===== config.mk =====
export PLATFORM = sky130hd
export DESIGN_NAME = serial_xfer_engine
export DESIGN_NICKNAME = d
export VERILOG_FILES = /design/src/serial_xfer_pkg.sv /design/src/tx_hold_buffer.sv /design/src/serial_xfer_engine.sv
export SDC_FILE = /design/constraint.sdc
export NUM_CORES = 1
export LEC_CHECK = 0
export ABC_AREA = 1
export BUFFER_PORTS_ARGS = -buffer_cell sky130_fd_sc_hd__buf_2
export CAP_MARGIN = 0
export CORE_UTILIZATION = 35
export CTS_CLUSTER_SIZE = 25
export DETAILED_ROUTE_END_ITERATION = 10
export HOLD_SLACK_MARGIN = 0.03
export SLEW_MARGIN = 10
export SYNTH_ARGS = -nofsm -noshare
export SYNTH_HDL_FRONTEND = slang
export SYNTH_HIERARCHICAL = 1
export SYNTH_SLANG_ARGS = --single-unit

===== constraint.sdc =====
create_clock -name clk -period 2.5 [get_ports clk]
set_input_delay 0.125 -clock clk [delete_from_list [all_inputs] [get_ports clk]]
set_output_delay 0.125 -clock clk [all_outputs]
set_load 0.01 [all_outputs]

===== src/serial_xfer_pkg.sv =====
// serial_xfer_pkg: constants shared by the three-wire serial transfer engine
// assumes: included before the engine and its transmit buffer
package serial_xfer_pkg;
  localparam int          XFER_BITS      = 8;
  localparam int          CNT_W          = 4;
  localparam int          HALF_W         = 8;
  localparam logic [2:0]  SLAVE_CLK_SEL  = 3'h7;
  localparam logic [3:0]  LAST_SAMPLE    = 4'h7;
  localparam logic [3:0]  ALL_BITS       = 4'h8;
  localparam logic [3:0]  CNT_RST        = 4'h0;
  localparam logic [7:0]  BYTE_RST       = 8'h00;
  localparam int          MSB_POS        = 7;
  localparam int          LSB_POS        = 0;
  localparam logic [7:0]  HALF_CYC_DEF   = 8'h04;
  localparam int          TXQ_DEPTH_DEF  = 2;
endpackage : serial_xfer_pkg


===== src/tx_hold_buffer.sv =====
// tx_hold_buffer: small valid/ready queue in front of the transmit buffer
// assumes: one clock, asynchronous active-high reset
`timescale 1ns/100ps
module tx_hold_buffer #(
  parameter int W     = 8,
  parameter int DEPTH = 2
) (
  input  wire logic         clk,
  input  wire logic         rst,
  input  wire logic [W-1:0] in_data,
  input  wire logic         in_valid,
  output logic              in_ready,
  output logic [W-1:0]      out_data,
  output logic              out_valid,
  input  wire logic         out_ready
);
  localparam int PW = (DEPTH > 1) ? $clog2(DEPTH) : 1;
  localparam int CW = $clog2(DEPTH + 1);

  typedef struct packed {
    logic [DEPTH-1:0][W-1:0] mem;
    logic [PW-1:0]           wp;
    logic [PW-1:0]           rp;
    logic [CW-1:0]           cnt;
  } hold_state_t;

  hold_state_t s_ff, nxt_s;
  logic        push;
  logic        pop;

  function automatic logic [PW-1:0] ptr_inc(input logic [PW-1:0] p);
    ptr_inc = (p == PW'(DEPTH - 1)) ? '0 : PW'(p + 1'b1);
  endfunction : ptr_inc

  assign in_ready  = (s_ff.cnt != CW'(DEPTH));
  assign out_valid = (s_ff.cnt != '0);
  assign out_data  = s_ff.mem[s_ff.rp];
  assign push      = in_valid && in_ready;
  assign pop       = out_valid && out_ready;

  always_comb begin
    nxt_s = s_ff;
    if (push) begin
      nxt_s.mem[s_ff.wp] = in_data;
      nxt_s.wp           = ptr_inc(s_ff.wp);
    end
    if (pop) begin
      nxt_s.rp = ptr_inc(s_ff.rp);
    end
    nxt_s.cnt = CW'(s_ff.cnt + CW'(push) - CW'(pop));
  end

  always_ff @(posedge clk or posedge rst) begin
    if (rst) begin
      s_ff <= '0;
    end else begin
      s_ff <= nxt_s;
    end
  end
endmodule : tx_hold_buffer


===== src/serial_xfer_engine.sv =====
// serial_xfer_engine: eight-bit three-wire serial transfer engine, master or slave
// assumes: control bits are plain ports from the cpu side on clk; serial pins
// arrive asynchronously and are synchronised here
`timescale 1ns/100ps
module serial_xfer_engine #(
  parameter bit         HAS_SLAVE_SELECT = 1'b1,
  parameter logic [7:0] HALF_PERIOD_CYC  = serial_xfer_pkg::HALF_CYC_DEF
) (
  input  wire logic       clk,
  input  wire logic       rst,
  input  wire logic       serial_port_enable,
  input  wire logic       transmit_mode_select,
  input  wire logic       slave_select_gate_enable,
  input  wire logic       clock_polarity_select,
  input  wire logic       data_phase_select,
  input  wire logic       bit_order_select,
  input  wire logic [2:0] clock_source_select,
  input  wire logic [7:0] tx_data,
  input  wire logic       tx_valid,
  output logic            tx_ready,
  input  wire logic       shift_reg_read,
  output logic [7:0]      serial_shift_register,
  output logic            transfer_active_flag,
  output logic            transfer_done_flag,
  input  wire logic       done_clear,
  input  wire logic       serial_clock_in,
  output logic            serial_clock_out,
  output logic            serial_clock_oe,
  output logic            serial_out_line,
  input  wire logic       serial_in_line,
  input  wire logic       slave_select_input
);
  import serial_xfer_pkg::*;

  typedef struct packed {
    logic             ss1;
    logic             ss2;
    logic             ck1;
    logic             ck2;
    logic             ck3;
    logic             si1;
    logic             si2;
    logic             active;
    logic             pending;
    logic             first;
    logic [CNT_W-1:0] cnt;
    logic [HALF_W-1:0] half;
    logic             sck;
    logic [7:0]       txbuf;
    logic [7:0]       sr;
    logic             so;
    logic             done;
  } xfer_state_t;

  xfer_state_t s_ff, nxt_s;

  logic       en;
  logic       master;
  logic       idle_lvl;
  logic       gate_on;
  logic       gate_ok;
  logic       suspend;
  logic [7:0] q_data;
  logic       q_valid;
  logic       q_pop;
  logic       rd_start;
  logic       start;
  logic       lead;
  logic       trail;
  logic       sample_evt;
  logic       drive_evt;
  logic       done_evt;
  logic       m_toggle;
  logic       dis_so;

  // bit that leaves the register next, per bit order
  function automatic logic out_bit(input logic [7:0] v, input logic lsb_first);
    out_bit = lsb_first ? v[LSB_POS] : v[MSB_POS];
  endfunction : out_bit

  function automatic logic [7:0] shift_in(input logic [7:0] v, input logic din, input logic lsb_first);
    shift_in = lsb_first ? {din, v[7:1]} : {v[6:0], din};
  endfunction : shift_in

  tx_hold_buffer #(
    .W     (XFER_BITS),
    .DEPTH (TXQ_DEPTH_DEF)
  ) u_txq (
    .clk       (clk),
    .rst       (rst),
    .in_data   (tx_data),
    .in_valid  (tx_valid),
    .in_ready  (tx_ready),
    .out_data  (q_data),
    .out_valid (q_valid),
    .out_ready (q_pop)
  );

  assign en       = serial_port_enable;
  assign master   = (clock_source_select != SLAVE_CLK_SEL);
  // clock idles high with polarity 0, low with polarity 1
  assign idle_lvl = ~clock_polarity_select;
  assign gate_on  = HAS_SLAVE_SELECT && slave_select_gate_enable && !master;
  assign gate_ok  = !gate_on || !s_ff.ss2;
  assign suspend  = gate_on && s_ff.ss2 && s_ff.active;

  // queue drains only into an idle engine, so writes stall rather than overwrite
  assign q_pop    = q_valid && en && transmit_mode_select && !s_ff.active && !s_ff.pending;
  assign rd_start = shift_reg_read && en && !transmit_mode_select && !s_ff.active && !s_ff.pending;
  assign start    = en && s_ff.pending && !s_ff.active && gate_ok;

  assign m_toggle = master && s_ff.active && (s_ff.half == HALF_PERIOD_CYC - 8'h01);
  always_comb begin
    lead  = 1'b0;
    trail = 1'b0;
    if (en && s_ff.active && !suspend) begin
      if (master) begin
        lead  = m_toggle && (s_ff.sck == idle_lvl);
        trail = m_toggle && (s_ff.sck != idle_lvl);
      end else if (s_ff.ck2 != s_ff.ck3) begin
        lead  = (s_ff.ck3 == idle_lvl);
        trail = (s_ff.ck3 != idle_lvl);
      end
    end
  end

  assign sample_evt = data_phase_select ? lead : trail;
  // phase 1 gives no new bit after the eighth sample, so the last bit stays
  assign drive_evt  = data_phase_select ? (trail && (s_ff.cnt != ALL_BITS)) : lead;
  assign done_evt   = (sample_evt && (s_ff.cnt == LAST_SAMPLE) && (!master || !data_phase_select))
                   || (master && data_phase_select && trail && (s_ff.cnt == ALL_BITS));

  always_comb begin
    nxt_s     = s_ff;
    nxt_s.ss1 = slave_select_input;
    nxt_s.ss2 = s_ff.ss1;
    nxt_s.ck1 = serial_clock_in;
    nxt_s.ck2 = s_ff.ck1;
    nxt_s.ck3 = s_ff.ck2;
    nxt_s.si1 = serial_in_line;
    nxt_s.si2 = s_ff.si1;
    if (!en) begin
      nxt_s.active  = 1'b0;
      nxt_s.pending = 1'b0;
      nxt_s.first   = 1'b0;
      nxt_s.cnt     = CNT_RST;
      nxt_s.half    = '0;
      nxt_s.sr      = BYTE_RST;
      nxt_s.so      = 1'b0;
    end else begin
      if (q_pop) begin
        nxt_s.txbuf   = q_data;
        nxt_s.pending = 1'b1;
        if (data_phase_select) begin
          nxt_s.so = out_bit(q_data, bit_order_select);
        end
      end
      if (rd_start) begin
        nxt_s.pending = 1'b1;
      end
      if (start) begin
        nxt_s.pending = 1'b0;
        nxt_s.active  = 1'b1;
        nxt_s.first   = 1'b1;
        nxt_s.cnt     = CNT_RST;
        nxt_s.half    = '0;
        nxt_s.sck     = idle_lvl;
      end
      if (master && s_ff.active) begin
        if (m_toggle) begin
          nxt_s.half = '0;
          nxt_s.sck  = ~s_ff.sck;
        end else begin
          nxt_s.half = HALF_W'(s_ff.half + 8'h01);
        end
      end
      if (drive_evt) begin
        nxt_s.so = out_bit(s_ff.first ? s_ff.txbuf : s_ff.sr, bit_order_select);
      end
      if (sample_evt && (s_ff.cnt != ALL_BITS)) begin
        // in transmit mode the first sample copies the transmit buffer in, then shifts
        nxt_s.sr    = shift_in((s_ff.first && transmit_mode_select) ? s_ff.txbuf : s_ff.sr,
                               s_ff.si2, bit_order_select);
        nxt_s.first = 1'b0;
        nxt_s.cnt   = CNT_W'(s_ff.cnt + 4'h1);
      end
      if (done_evt) begin
        nxt_s.active = 1'b0;
        nxt_s.cnt    = CNT_RST;
        nxt_s.sck    = idle_lvl;
      end
    end
    // set wins over clear
    if (done_evt) begin
      nxt_s.done = 1'b1;
    end else if (done_clear) begin
      nxt_s.done = 1'b0;
    end
  end

  always_ff @(posedge clk or posedge rst) begin
    if (rst) begin
      s_ff <= '0;
    end else begin
      s_ff <= nxt_s;
    end
  end

  always_comb begin
    if (!transmit_mode_select || !data_phase_select) begin
      dis_so = 1'b0;
    end else begin
      dis_so = out_bit(s_ff.txbuf, bit_order_select);
    end
  end

  assign serial_out_line       = !en ? dis_so : (transmit_mode_select ? s_ff.so : 1'b0);
  assign serial_clock_out      = (master && s_ff.active) ? s_ff.sck : idle_lvl;
  assign serial_clock_oe       = en && master;
  assign serial_shift_register = s_ff.sr;
  assign transfer_active_flag  = s_ff.active && en;
  assign transfer_done_flag    = s_ff.done;

  property p_start_active;
    @(posedge clk) disable iff (rst) start |=> transfer_active_flag || !en;
  endproperty
  a_start_active: assert property (p_start_active) else $error("start did not raise active");

  property p_done;
    @(posedge clk) disable iff (rst) done_evt |=> transfer_done_flag && !s_ff.active;
  endproperty
  a_done: assert property (p_done) else $error("completion not flagged");

  property p_gate_block;
    @(posedge clk) disable iff (rst) (gate_on && s_ff.ss2 && !s_ff.active) |=> !s_ff.active;
  endproperty
  a_gate_block: assert property (p_gate_block) else $error("started with slave select high");

  property p_pending_start;
    @(posedge clk) disable iff (rst)
      (en && s_ff.pending && gate_ok && !s_ff.active) ##1 en |-> s_ff.active && !s_ff.pending;
  endproperty
  a_pending_start: assert property (p_pending_start) else $error("pending request not started");

  property p_suspend;
    @(posedge clk) disable iff (rst) (suspend && en) |=> $stable(s_ff.sr) && $stable(s_ff.cnt);
  endproperty
  a_suspend: assert property (p_suspend) else $error("suspended transfer moved");

  property p_sticky;
    @(posedge clk) disable iff (rst) (transfer_done_flag && !done_clear) |=> transfer_done_flag;
  endproperty
  a_sticky: assert property (p_sticky) else $error("done flag dropped on its own");

  property p_hold_last;
    @(posedge clk) disable iff (rst)
      (en && transmit_mode_select && !s_ff.active && !q_pop && !start) ##1 en |-> $stable(serial_out_line);
  endproperty
  a_hold_last: assert property (p_hold_last) else $error("serial out changed while idle");

  property p_disable;
    @(posedge clk) disable iff (rst) !en |=> !s_ff.active && (s_ff.sr == BYTE_RST);
  endproperty
  a_disable: assert property (p_disable) else $error("disable did not reset engine");

  property p_idle_clock;
    @(posedge clk) disable iff (rst) (done_evt && master) |=> serial_clock_out == idle_lvl;
  endproperty
  a_idle_clock: assert property (p_idle_clock) else $error("clock not idle after transfer");

  property p_first_dap1;
    @(posedge clk) disable iff (rst)
      (q_pop && data_phase_select) ##1 (en && transmit_mode_select) |-> s_ff.so == out_bit(s_ff.txbuf, bit_order_select);
  endproperty
  a_first_dap1: assert property (p_first_dap1) else $error("phase 1 first bit not driven");

  property p_cnt_range;
    @(posedge clk) disable iff (rst) s_ff.cnt <= ALL_BITS;
  endproperty
  a_cnt_range: assert property (p_cnt_range) else $error("bit count past eight");

  property p_tx_load;
    @(posedge clk) disable iff (rst) q_pop |=> s_ff.pending && (s_ff.txbuf == $past(q_data));
  endproperty
  a_tx_load: assert property (p_tx_load) else $error("transmit byte not loaded");

  property p_read_start;
    @(posedge clk) disable iff (rst) rd_start |=> s_ff.pending;
  endproperty
  a_read_start: assert property (p_read_start) else $error("read did not request reception");

  property p_first_dap0;
    @(posedge clk) disable iff (rst)
      (drive_evt && !data_phase_select && s_ff.first) |=> s_ff.so == out_bit(s_ff.txbuf, bit_order_select);
  endproperty
  a_first_dap0: assert property (p_first_dap0) else $error("phase 0 first bit not from buffer");

  property p_first_load;
    @(posedge clk) disable iff (rst)
      (sample_evt && s_ff.first && transmit_mode_select && (s_ff.cnt != ALL_BITS)) |=>
        s_ff.sr == shift_in($past(s_ff.txbuf), $past(s_ff.si2), $past(bit_order_select));
  endproperty
  a_first_load: assert property (p_first_load) else $error("first sample did not load buffer");

  property p_idle_so_low;
    @(posedge clk) disable iff (rst) (!en && (!transmit_mode_select || !data_phase_select)) |-> !serial_out_line;
  endproperty
  a_idle_so_low: assert property (p_idle_so_low) else $error("disabled serial out not low");

  property p_next_accept;
    @(posedge clk) disable iff (rst)
      (done_evt && q_valid && transmit_mode_select) ##1 (en && transmit_mode_select) |-> q_pop;
  endproperty
  a_next_accept: assert property (p_next_accept) else $error("next byte not accepted");

  c_master_done: cover property (@(posedge clk) disable iff (rst) done_evt && master);
  c_slave_done: cover property (@(posedge clk) disable iff (rst) done_evt && !master);
  c_suspend: cover property (@(posedge clk) disable iff (rst) suspend && en);
  c_gated_wait: cover property (@(posedge clk) disable iff (rst) s_ff.pending && !gate_ok ##1 start);
endmodule : serial_xfer_engine


== Yosys cells after proc, flatten, opt, wreduce, memory -nomap -nowiden ==
Cells that the tools add are included.
Cells by class
  multipliers: 0
  equal/unequal tests: 19
  add/subtract/negate cells: 6
  reductions and logical operators: 48
  $lt $le $gt $ge: 3
  bitwise gates (word level): 2
  mux-type cells: 43
  shift operators: 0
  divide/modulo/power cells: 0
Operators with widths (number)
  2-to-1 mux 8 bit: 8
  logical AND 1 bit: 32
  2-to-1 mux 1 bit: 27
  2-to-1 mux 9 bit: 2
  bitwise mux 16 bit: 1
  2-to-1 mux 16 bit: 1
  2-to-1 mux 15 bit: 1
  inequality test 3 x 1 -> 1 bit, second input constant: 5
  adder 8 x 1 -> 8 bit, second input constant: 1
  demux 8 bit (select 1 bit): 1
  == test 8 x 2 -> 1 bit, second input constant: 1
  zero test 1 bit: 8
  inequality test 4 x 1 -> 1 bit, second input constant: 2
  2-to-1 mux 5 bit: 1
  adder 4 x 1 -> 4 bit, second input constant: 1
  == test 4 x 3 -> 1 bit, second input constant: 1
  == test 4 bit, second input constant: 1
  logical OR 1 bit: 4
  less-than comparator 1 x 2 -> 1 bit, second input constant: 2
  2-to-1 mux 4 bit: 1
  inequality test 4 bit, second input constant: 1
  AND reduction 2 bit: 2
  nonzero test 2 bit: 2
  inequality test 1 bit: 3
  9 further kinds: 12
Storage, ports and cells
  latch bits: 0
  RAM bits: 0
  memories: 0
  ROM bits: 0
  output and inout port bits: 14
  word-level logic and storage cells: 143
  bits in registers: 61

== Depth between registers and ports, before layout ==
Gate-level depths: netlist (run 1).
  depth after elaboration: 14
  gate-level depth with buffers: 16
  mapped depth without buffers: 15

== Cells and area by module ==
Netlist (run 1), hierarchy kept.
By module, submodules not included
  serial_xfer_engine: area an instance 2387.3 um^2, cells each 304, times used 1, sequential area each 1026.0 um^2
  tx_hold_buffer: area an instance 1008.5 um^2, cells each 127, times used 1, sequential area each 500.5 um^2

== Least setup slack after synthesis (run 1) ==
No wires, ideal clock.
  path type: reg2reg
  from: reg s_ff[33] (netlist name)
  to: reg u_txq/s_ff[1] (netlist bit)
  clock period less this slack: 1.791 ns
  data required time: 2.384 ns
  stages on the path, launching flop included: 14
  library setup time: 0.116 ns
  path slack: 0.709 ns
  arrival time: 1.675 ns
  cells stage by stage: dfrtp_1 > nor3_2 > nand3_2 > inv_2 > o21ai_0 > nand3_1 > nand2_1 > ha_1 > inv_1 > nand2_1 > nand2_1 > inv_1 > nand2_1 > nand2_1
RTL lines
  end signal: assignment: line tx_hold_buffer.sv:57  | s_ff <= nxt_s;
  end: declaration: line tx_hold_buffer.sv:27  | hold_state_t s_ff, nxt_s;

==> impl_metrics.json, run 1 <==
{
  "worst-path-max-fanout": 11,
  "p_leak_uw": 0.00200,
  "place_inst": 581,
  "nNetsFinal": 497,
  "r2r-start": "s_ff[33]$_DFFE_PP0P_",
  "rrSetupSlack_ns": 0.38,
  "top_usage_layer": "met2",
  "regArea_sq_mm": 0.00153,
  "clk_path_buf_depth": 2,
  "grt.total_usage_pct": 16.0,
  "final_common_cell": "nand2_1",
  "netlist_area_sq_mm": 0.00340,
  "most-common-layout-cells": "nand2_1 (148), dfrtp_1 (61), inv_1 (41)",
  "drive_above_1_share_pct": 18.2,
  "holdWs_ns": 0.0508,
  "critPathSlowestCell": "dfrtp_1",
  "slew_viol_final": 0,
  "drt-total-wl_mm": 7.40,
  "dp_hpwl_mm": 5.43,
  "setup_viol_count_final": 0,
  "min_from": "tx_data[1]",
  "worst-path-buf-inv": 3,
  "met1_usage_pct": 23.1,
  "tightestPinTransition_ns": 1.04,
  "postSynth.asyncResetShare_pct": 100,
  "r2r-end": "u_txq/s_ff[1]$_DFF_PP0_",
  "yosysWarnings": 6,
  "dieArea_sq_mm": 0.0101,
  "fin_tns_setup_ns": 0,
  "boundaryPins": 39,
  "cpMostUsedCell": "nand2_1",
  "antennaDiodeCount": 0,
  "min_path_cells": 3,
  "post_drt_wl_per_cell_um": 12.3,
  "outcome": "complete, no violations",
  "antenna_found_initial": 0,
  "routabilityCongestion": 0.832,
  "fin_crit_sh_pct": 84.8,
  "endpoint_kind": "flop",
  "synth_nets": 460,
  "portBuffers": 38,
  "worst_setup_path_start_kind": "flop",
  "synth_edf_count": 0,
  "die_y_um": 101,
  "ys.flop_type": "dfrtp_1",
  "syn_area_per_cell_sq_um": 7.88,
  "ys_seq_area_share_pct": 45.0,
  "crit_path_max_incr_delay_ns": 0.45,
  "gr-usage-met2_pct": 23.6,
  "cts_tree": "built",
  "crit_type": "reg2reg",
  "placed_cell_area_sq_mm": 0.00362,
  "arrival_ns": 2.35,
  "max_cap_viol_count": 0,
  "grt_pass1_wl_mm": 12.7,
  "cts.htree.levels": 3,
  "crit_chain": "nor3_2 > nand3_2 > inv_2 > o21ai_0 > nand3_1 > nand2_1 > ha_1 > inv_1 > nand2_1 > nand2_1 > inv_1 > nand2_1 > nand2_1",
  "period_minus_slack_ns": 2.12,
  "drt_first_pass_iters": 4,
  "root_buffer": "clkbuf_8",
  "synth_cells": 431,
  "drc": 0,
  "cts_setup_buffers": 0,
  "utilization_pct": 41.6,
  "use_met3_pct": 4.23,
  "die_w_um": 101,
  "clk_pin_slew_ns": 0.07,
  "area_growth_pct": 14.3,
  "coreArea_sq_mm": 0.00933,
  "rows": 35,
  "clock_sinks": 61,
  "grt_pass1_vias": 2656,
  "initial_core_util_pct": 36.4,
  "viasPerCell": 4.73,
  "final_area_sq_mm": 0.00388,
  "clock_latency_ns": 0.34,
  "hold_viol_final": 0,
  "skew_ns": 0.00700,
  "first_iter_violations": 139,
  "reg2reg_depth": 13,
  "critPathTopFamily": "simple AND/OR/NAND/NOR gates",
  "slew_headroom_pct": 30.4,
  "stdcell_count": 602,
  "dr_total_vias": 2846,
  "hp-class": "in2reg",
  "worstHoldEndpoint": "u_txq/s_ff[13]$_DFFE_PP0P_",
  "ys_ff_latch": 61,
  "multi_input_comb_area_sq_mm": 0.00153,
  "ant_nets": 0,
  "n_fill_cell": 969,
  "rsz0062_at_grt": "false",
  "vdd_drop_max_mv": 0.410,
  "cts_buffers": 9,
  "grt_max_degree": 26,
  "fmax_ghz": 0.471,
  "synthDistinctLibCells": 41,
  "p_per_area_mw_per_mm2": 830,
  "gr-total-overflow": 0,
  "required_ns": 2.73
}
[Yosys cell counts (3+ instances only)]
cell / count / share of area [%]
o21ai_0: 23 / 3.4
nor2_1: 16 / 1.8
xor2_1: 5 / 1.3
nand2_2: 4 / 0.74
nand4_1: 18 / 3.3
buf_6: 3 / 0.99
nor3_1: 4 / 0.59
ha_1: 4 / 1.5
nand3_2: 3 / 0.88
clkinv_1: 4 / 0.44
a21oi_1: 15 / 2.2
nand2_1: 148 / 16
inv_2: 4 / 0.44
nand3_1: 23 / 3.4
inv_1: 41 / 4.5
nand2_4: 4 / 1.3
buf_4: 12 / 2.7
dfrtp_1: 61 / 45
a21oi_2: 3 / 0.77
o22ai_1: 9 / 1.7
[timing repair]
item | 4_1_cts | 5_1_grt
gates resized for setup | 0 | 0
hold endpoints to repair | 24 | 0
hold buffers | 5 | 0
[sequential cells by signal, indices dropped and copies added, names as in the netlist]
| register | count |
|---|---|
| serial_shift_register | 8 |
| nxt_s | 4 |
| s_ff | 28 |
| u_txq/s_ff | 20 |
| transfer_done_flag | 1 |
[how the worst max path moves through the flow]
stage	from	end	slack, ns	cells after the start
3_3_place_gp	s_ff[33]$_DFFE_PP0P_	u_txq/s_ff[1]$_DFF_PP0_	0.57	13
2_1_floorplan	s_ff[33]$_DFFE_PP0P_	u_txq/s_ff[1]$_DFF_PP0_	0.71	13
5_1_grt	s_ff[33]$_DFFE_PP0P_	u_txq/s_ff[1]$_DFF_PP0_	0.14	13
6_report	s_ff[33]$_DFFE_PP0P_	u_txq/s_ff[1]$_DFF_PP0_	0.38	13
3_5_place_dp	s_ff[33]$_DFFE_PP0P_	u_txq/s_ff[1]$_DFF_PP0_	0.41	13
4_1_cts	s_ff[33]$_DFFE_PP0P_	u_txq/s_ff[1]$_DFF_PP0_	0.40	13
[logic make-up after synthesis]
group / share of synthesized area [%]
AOI/OAI and AO/OA: 9.95
xor gates and xnor gates: 1.55
adders and majority gates: 1.47
buffers and inverters: 9.91
DFF: 45.0
muxes: 0.590
and+or+nand+nor: 31.6
[worst reg2reg max path, cell delays in order (launching register included)]
cell	delay (ns)
dfrtp_1	0.45
nor3_2	0.23
nand3_2	0.22
inv_2	0.22
o21ai_0	0.19
nand3_1	0.12
nand2_1	0.07
ha_1	0.19
inv_1	0.06
nand2_1	0.05
nand2_1	0.07
inv_1	0.05
nand2_1	0.06
nand2_1	0.05
[metal layers]
layer | vias up | routed length [um] | share of wire (%)
li1 | 1468 | - | -
met1 | 1292 | 3860 | 52
met2 | 79 | 3110 | 42
met3 | 7 | 354 | 4.8
met4 | 0 | 67 | 0.91
met5 | - | 0 | 0
[per-stage QoR]
step           setup WS (ns)  power, uW
3_5_place_dp           0.411       2310
4_1_cts                0.402       3250
6_report               0.379       3220
3_3_place_gp           0.575       2280
2_1_floorplan          0.709       2090
5_1_grt                0.136       3460
[layout make-up]
cell class / count / area share [%]
well taps: 129 / 4.16
clock inverters: 3 / 1.10
flip-flops and latches: 61 / 39.3
clock buffers: 13 / 4.35
repair buffers: 45 / 6.57
inverters: 51 / 5.03
multi-input cells: 300 / 39.5
[power breakdown]
group          internal (uW)  total (uW)  switching, uW
logic                    296         875            579
clock network            541         923            383
registers               1220        1430            203
Power figures use the tool's default switching activity.
==> run 2: changes to the inputs <==
==> constraint.sdc (replaced) <==
create_clock -name clk -period 1.73 [get_ports clk]
set_input_delay 0.0865 -clock clk [delete_from_list [all_inputs] [get_ports clk]]
set_output_delay 0.0865 -clock clk [all_outputs]
set_load 0.01 [all_outputs]
==> impl_metrics.json, run 2 (same netlist as run 1, synthesis figures left out) <==
{
  "p_int_uw": 3260,
  "drt-total-wl_mm": 7.88,
  "grt_pass1_wl_mm": 12.9,
  "grt_pass1_vias": 2818,
  "post_drt_wl_per_cell_um": 12.4,
  "stdcell_count": 638,
  "p_sw_share_pct": 35.2,
  "tightestPinTransition_ns": 0.765,
  "portBuffers": 38,
  "dp_hpwl_mm": 5.39,
  "hold_viol_final": 0,
  "clk_pin_slew_ns": 0.07,
  "regArea_sq_mm": 0.00153,
  "routabilityCongestion": 0.822,
  "place_inst": 591,
  "fin_crit_sh_pct": 102,
  "slew_viol_final": 0,
  "clkPwrFrac_pct": 28.9,
  "die_y_um": 101,
  "cts.htree.levels": 3,
  "grt.total_usage_pct": 16.3,
  "period_minus_slack_ns": 1.76,
  "cp.depth": 13,
  "n_fill_cell": 923,
  "largest_reg_flops": 28,
  "area_growth_pct": 26.9,
  "critPathTopFamily": "simple AND/OR/NAND/NOR gates",
  "rows": 35,
  "root_buffer": "clkbuf_8",
  "setup_ws_ns": -0.0335,
  "p_comb_share_pct": 30.6,
  "placed_cell_area_sq_mm": 0.00370,
  "drt_first_pass_iters": 4,
  "finalPower_uw": 5040,
  "multi_input_comb_area_sq_mm": 0.00165,
  "drive_above_1_share_pct": 28.3,
  "skew_ns": 0.0138,
  "gr-total-overflow": 0,
  "rsz0062_at_grt": "true",
  "arrival_ns": 1.99,
  "drc": 0,
  "p_per_area_mw_per_mm2": 1170,
  "utilization_pct": 46.2,
  "most-common-layout-cells": "nand2_1 (136), dfrtp_1 (59), buf_2 (38)",
  "max_cap_viol_count": 0,
  "hp-class": "in2reg",
  "setup_viol_count_final": 1,
  "reg2reg_depth": 13,
  "crit_chain": "nor3_2 > nand3_2 > inv_4 > inv_2 > nor2_2 > nand2_1 > nand2_1 > ha_2 > inv_2 > nand2_2 > nand2_2 > nand3_2 > nand2_2",
  "cts_tree": "built",
  "crit_path_max_incr_delay_ns": 0.40,
  "power.switching_uw": 1780,
  "critPathSlowestCell": "dfrtp_1",
  "worst-path-buf-inv": 3,
  "antenna_found_initial": 0,
  "first_iter_violations": 139,
  "clock_sinks": 61,
  "clock_latency_ns": 0.34,
  "viasPerCell": 4.64,
  "final_area_sq_mm": 0.00431,
  "dieArea_sq_mm": 0.0101,
  "final_common_cell": "nand2_1",
  "failed_checks": "negative setup slack",
  "min_from": "serial_port_enable",
  "min_path_cells": 3,
  "fmax_ghz": 0.567,
  "dr_total_vias": 2959,
  "r2r-start": "s_ff[32]$_DFFE_PP0P_",
  "cpMostUsedCell": "nand2_2",
  "initial_core_util_pct": 36.4,
  "required_ns": 1.95,
  "clk_path_buf_depth": 2,
  "startpoint": "s_ff[32]$_DFFE_PP0P_",
  "crit_type": "reg2reg",
  "die_w_um": 101,
  "slew_headroom_pct": 48.9,
  "worst_setup_path_start_kind": "flop",
  "seqPwrFrac_pct": 40.4,
  "coreArea_sq_mm": 0.00933,
  "ant_nets": 0,
  "endpoint_kind": "flop",
  "regMostFlops": "s_ff",
  "boundaryPins": 39,
  "antennaDiodeCount": 0,
  "grt_max_degree": 42,
  "p_leak_uw": 0.00218,
  "cts_buffers": 9,
  "nNetsFinal": 533,
  "worst-path-max-fanout": 3,
  "vdd_drop_max_mv": 0.524,
  "outcome": "finished, violations left"
}
-- run 2: cell count changes in the layout (fill, tap and decap cells not counted), moves of 3 or more --
cell           previous run  this run
nand3_2                   3         9
nand2_1                 148       136
dlygate4sd3_1             5        14
buf_4                     2        27
nand3_1                  23        17
nand2_2                   4        15
nor2_2                    1         4
nor2_1                   16        12
inv_1                    41        37
inv_2                     4         7
-- run 2: tightest hold or removal path, stage by stage --
cell and delay (ns):
buf_2 0.14, nand2_2 0.09, a21oi_1 0.07
-- run 2: power by group through the flow --
| stage | Combinational, uW | Clock [uW] | Sequential [uW] |
|---|---|---|---|
| 6_report | 1540 | 1460 | 2040 |
| 3_3_place_gp | 1320 | 0 | 2030 |
| 2_1_floorplan | 1090 | 0 | 1940 |
| 4_1_cts | 1440 | 1500 | 2020 |
| 3_5_place_dp | 1350 | 0 | 2040 |
| 5_1_grt | 1760 | 1570 | 2070 |
-- run 2: timing repair --
item                                    CTS  global route
hold endpoints to repair                 81             0
pin swaps                                 2            22
gates cloned                              0             1
buffers inserted                          9             9
endpoints found under the setup margin    1            17
hold buffers                             14             0
gates resized for setup                   1            37
-- run 2: final cells by class --
class                   instances  area share, %
flip-flops and latches         61           35.5
well taps                     129           3.74
clock buffers                  13           3.69
multi-input cells             301           38.3
inverters                      51           4.64
repair buffers                 80           12.6
clock inverters                 3           1.57
-- run 2: final timing paths --
| kind | to | slack [ns] |
|---|---|---|
| worst min register to register | nxt_s[36]$_DFF_PP0_ | 0.35 |
| worst max register to register | u_txq/s_ff[1]$_DFF_PP0_ | -0.03 |
| worst max-delay path | u_txq/s_ff[1]$_DFF_PP0_ | -0.03 |
| min in group asynchronous | s_ff[23]$_DFFE_PP0P_ | 0.43 |
| max in group asynchronous | u_txq/s_ff[1]$_DFF_PP0_ | 0.76 |
| worst min-delay path | s_ff[33]$_DFFE_PP0P_ | 0.07 |
-- run 2: metal layers --
metal / global-route usage (%) / wire length, um / vias up
met5: 0 / 0 / -
met4: 5.35 / 96 / 0
met3: 3.88 / 300 / 10
li1: - / - / 1539
met2: 25.6 / 3600 / 57
met1: 22.2 / 3890 / 1353
-- run 2: metrics by stage --
step                hold WS [ns]  setup TNS [ns]  worst slack, ns
CTS                       0.0572               0          0.00412
detailed placement         0.196         -0.0229          -0.0229
floorplan                 0.0503               0          0.00212
global route              0.0672          -0.395           -0.169
global placement           0.194               0           0.0820
finish                    0.0720         -0.0335          -0.0335
==> run 3: changes to the inputs <==
--- a/config.mk
+++ b/config.mk
@@ -12,6 +12,7 @@
 export CTS_CLUSTER_SIZE = 25
 export DETAILED_ROUTE_END_ITERATION = 10
 export HOLD_SLACK_MARGIN = 0.03
+export PLACE_DENSITY = 0.5
 export SLEW_MARGIN = 10
 export SYNTH_ARGS = -nofsm -noshare
 export SYNTH_HDL_FRONTEND = slang
==> impl_metrics.json, run 3 (same netlist as run 1, synthesis figures left out) <==
{
  "fmax_ghz": 0.613,
  "portBuffers": 38,
  "die_y_um": 101,
  "fin_crit_sh_pct": 94.2,
  "first_iter_violations": 102,
  "antenna_found_initial": 0,
  "required_ns": 1.95,
  "most-common-layout-cells": "nand2_1 (142), dfrtp_1 (59), inv_1 (39)",
  "outcome": "complete, no violations",
  "stdcell_count": 628,
  "skew_ns": 0.0110,
  "coreArea_sq_mm": 0.00933,
  "drt_first_pass_iters": 4,
  "ant_nets": 0,
  "grt.total_usage_pct": 16.5,
  "routed.top_layer": "met4",
  "route.met3.wl_um": 273,
  "regMostFlops": "s_ff",
  "hp-class": "in2reg",
  "clk_path_buf_depth": 2,
  "max_cap_viol_count": 0,
  "fin_tns_setup_ns": 0,
  "antennaDiodeCount": 0,
  "worst-path-buf-inv": 0,
  "slew_viol_final": 0,
  "setup_ws_ns": 0.100,
  "crit_chain": "nor2_2 > nand2_1 > nor2_2 > nand3_1 > nand2_2 > nand3_2 > nand2_4 > nand2_8 > nand2_2 > o22ai_1",
  "initial_core_util_pct": 36.4,
  "cts.htree.levels": 3,
  "area_growth_pct": 24.1,
  "slew_headroom_pct": 64.2,
  "n_fill_cell": 958,
  "rsz0062_at_grt": "true",
  "critPathSlowestCell": "dfrtp_1",
  "cts_tree": "built",
  "worst-path-max-fanout": 8,
  "viasPerCell": 4.57,
  "root_buffer": "clkbuf_8",
  "drive_above_1_share_pct": 24.8,
  "largest_reg_flops": 28,
  "vdd_drop_max_mv": 0.741,
  "dp_hpwl_mm": 5.47,
  "dr_wl_met2_mm": 3.29,
  "clock_latency_ns": 0.34,
  "arrival_ns": 1.85,
  "hold_viol_final": 0,
  "die_w_um": 101,
  "worst_setup_path_start_kind": "flop",
  "critPathTopFamily": "simple AND/OR/NAND/NOR gates",
  "clock_sinks": 61,
  "setup_viol_count_final": 0,
  "p_per_area_mw_per_mm2": 1180,
  "gr-total-overflow": 0,
  "grt_max_degree": 42,
  "crit_type": "reg2reg",
  "routabilityCongestion": 0.797,
  "p_leak_uw": 0.00214,
  "dr_total_vias": 2868,
  "boundaryPins": 39,
  "clk_pin_slew_ns": 0.07,
  "post_drt_wl_per_cell_um": 12.2,
  "rows": 35,
  "drc": 0,
  "nNetsFinal": 523,
  "tightestPinTransition_ns": 0.537,
  "final_common_cell": "nand2_1",
  "grt_pass1_wl_mm": 13.1,
  "grt_pass1_vias": 2706,
  "period_minus_slack_ns": 1.63,
  "place_inst": 594,
  "wl_met1_mm": 3.99,
  "dieArea_sq_mm": 0.0101,
  "cts_buffers": 9,
  "crit_path_max_incr_delay_ns": 0.40,
  "drt-total-wl_mm": 7.66,
  "endpoint_kind": "flop",
  "place_ws_ns": 0.0177
}
==> run 3: path summary, 6_finish.rpt <==
| kind | startpoint | to | slack (ns) | depth (start not counted) |
|---|---|---|---|---|
| worst min register to register | nxt_s[37]$_DFF_PP0_ | nxt_s[36]$_DFF_PP0_ | 0.35 | 0 |
| max in group asynchronous | rst | s_ff[11]$_DFFE_PP0P_ | 0.93 | 4 |
| worst min-delay path | shift_reg_read | s_ff[32]$_DFFE_PP0P_ | 0.07 | 3 |
| worst max-delay path | s_ff[26]$_DFFE_PP0P_ | serial_shift_register[6]$_DFFE_PP0P_ | 0.1 | 10 |
| worst max register to register | s_ff[26]$_DFFE_PP0P_ | serial_shift_register[6]$_DFFE_PP0P_ | 0.1 | 10 |
| min in group asynchronous | rst | u_txq/s_ff[6]$_DFFE_PP0P_ | 0.32 | 4 |
==> run 3: routing by layer <==
metal / GRT usage (%) / up-vias
met5: 0 / -
met4: 6.02 / 0
met3: 3.81 / 11
met2: 24.0 / 47
met1: 23.9 / 1293
li1: - / 1517
==> run 3: through the flow <==
step / hold slack (ns) / power (uW) / util (%) / area (sq um)
2_1_floorplan: 0.0503 / 3030 / - / 3400
3_3_place_gp: 0.141 / 3390 / 39.9 / 3720
3_5_place_dp: 0.144 / 3410 / 39.9 / 3720
4_1_cts: 0.0504 / 4920 / 43.7 / 4080
5_1_grt: 0.0713 / 5340 / 45.2 / 4220
6_report: 0.0668 / 4970 / 45.2 / 4220
==> run 3: cell type report <==
class	count	area, sq um	area share (%)
sequential	61	1530	36.3
clock buffer	13	159	3.77
timing repair buffer	71	483	11.5
inverter	51	200	4.75
multi-input combinational	300	1620	38.3
tap	129	161	3.83
clock inverter	3	67.6	1.60
==> run 3: worst reg2reg max path, delay by kind of cell (launching register included) <==
family	cells	cell delay (ns)
and+or+nand+nor	9	1.04
AOI/OAI and AO/OA	1	0.09
DFF	1	0.40
==> run 3: where the power goes <==
part	total, uW	switching [uW]	internal (uW)	leakage [uW]
combinational	1450	884	564	0.00124
clock	1470	573	892	0.000110
sequential	2050	281	1770	0.000789
total	4970	1740	3230	0.00214
==> run 3: repair_timing <==
| item | CTS | global route |
|---|---|---|
| gates cloned | 0 | 0 |
| hold buffers | 13 | 0 |
| resized for setup | 0 | 26 |
| endpoints found under the setup margin | 1 | 15 |
| pin swaps | 2 | 17 |
| hold endpoints to repair | 81 | 0 |
| buffers inserted | 0 | 5 |
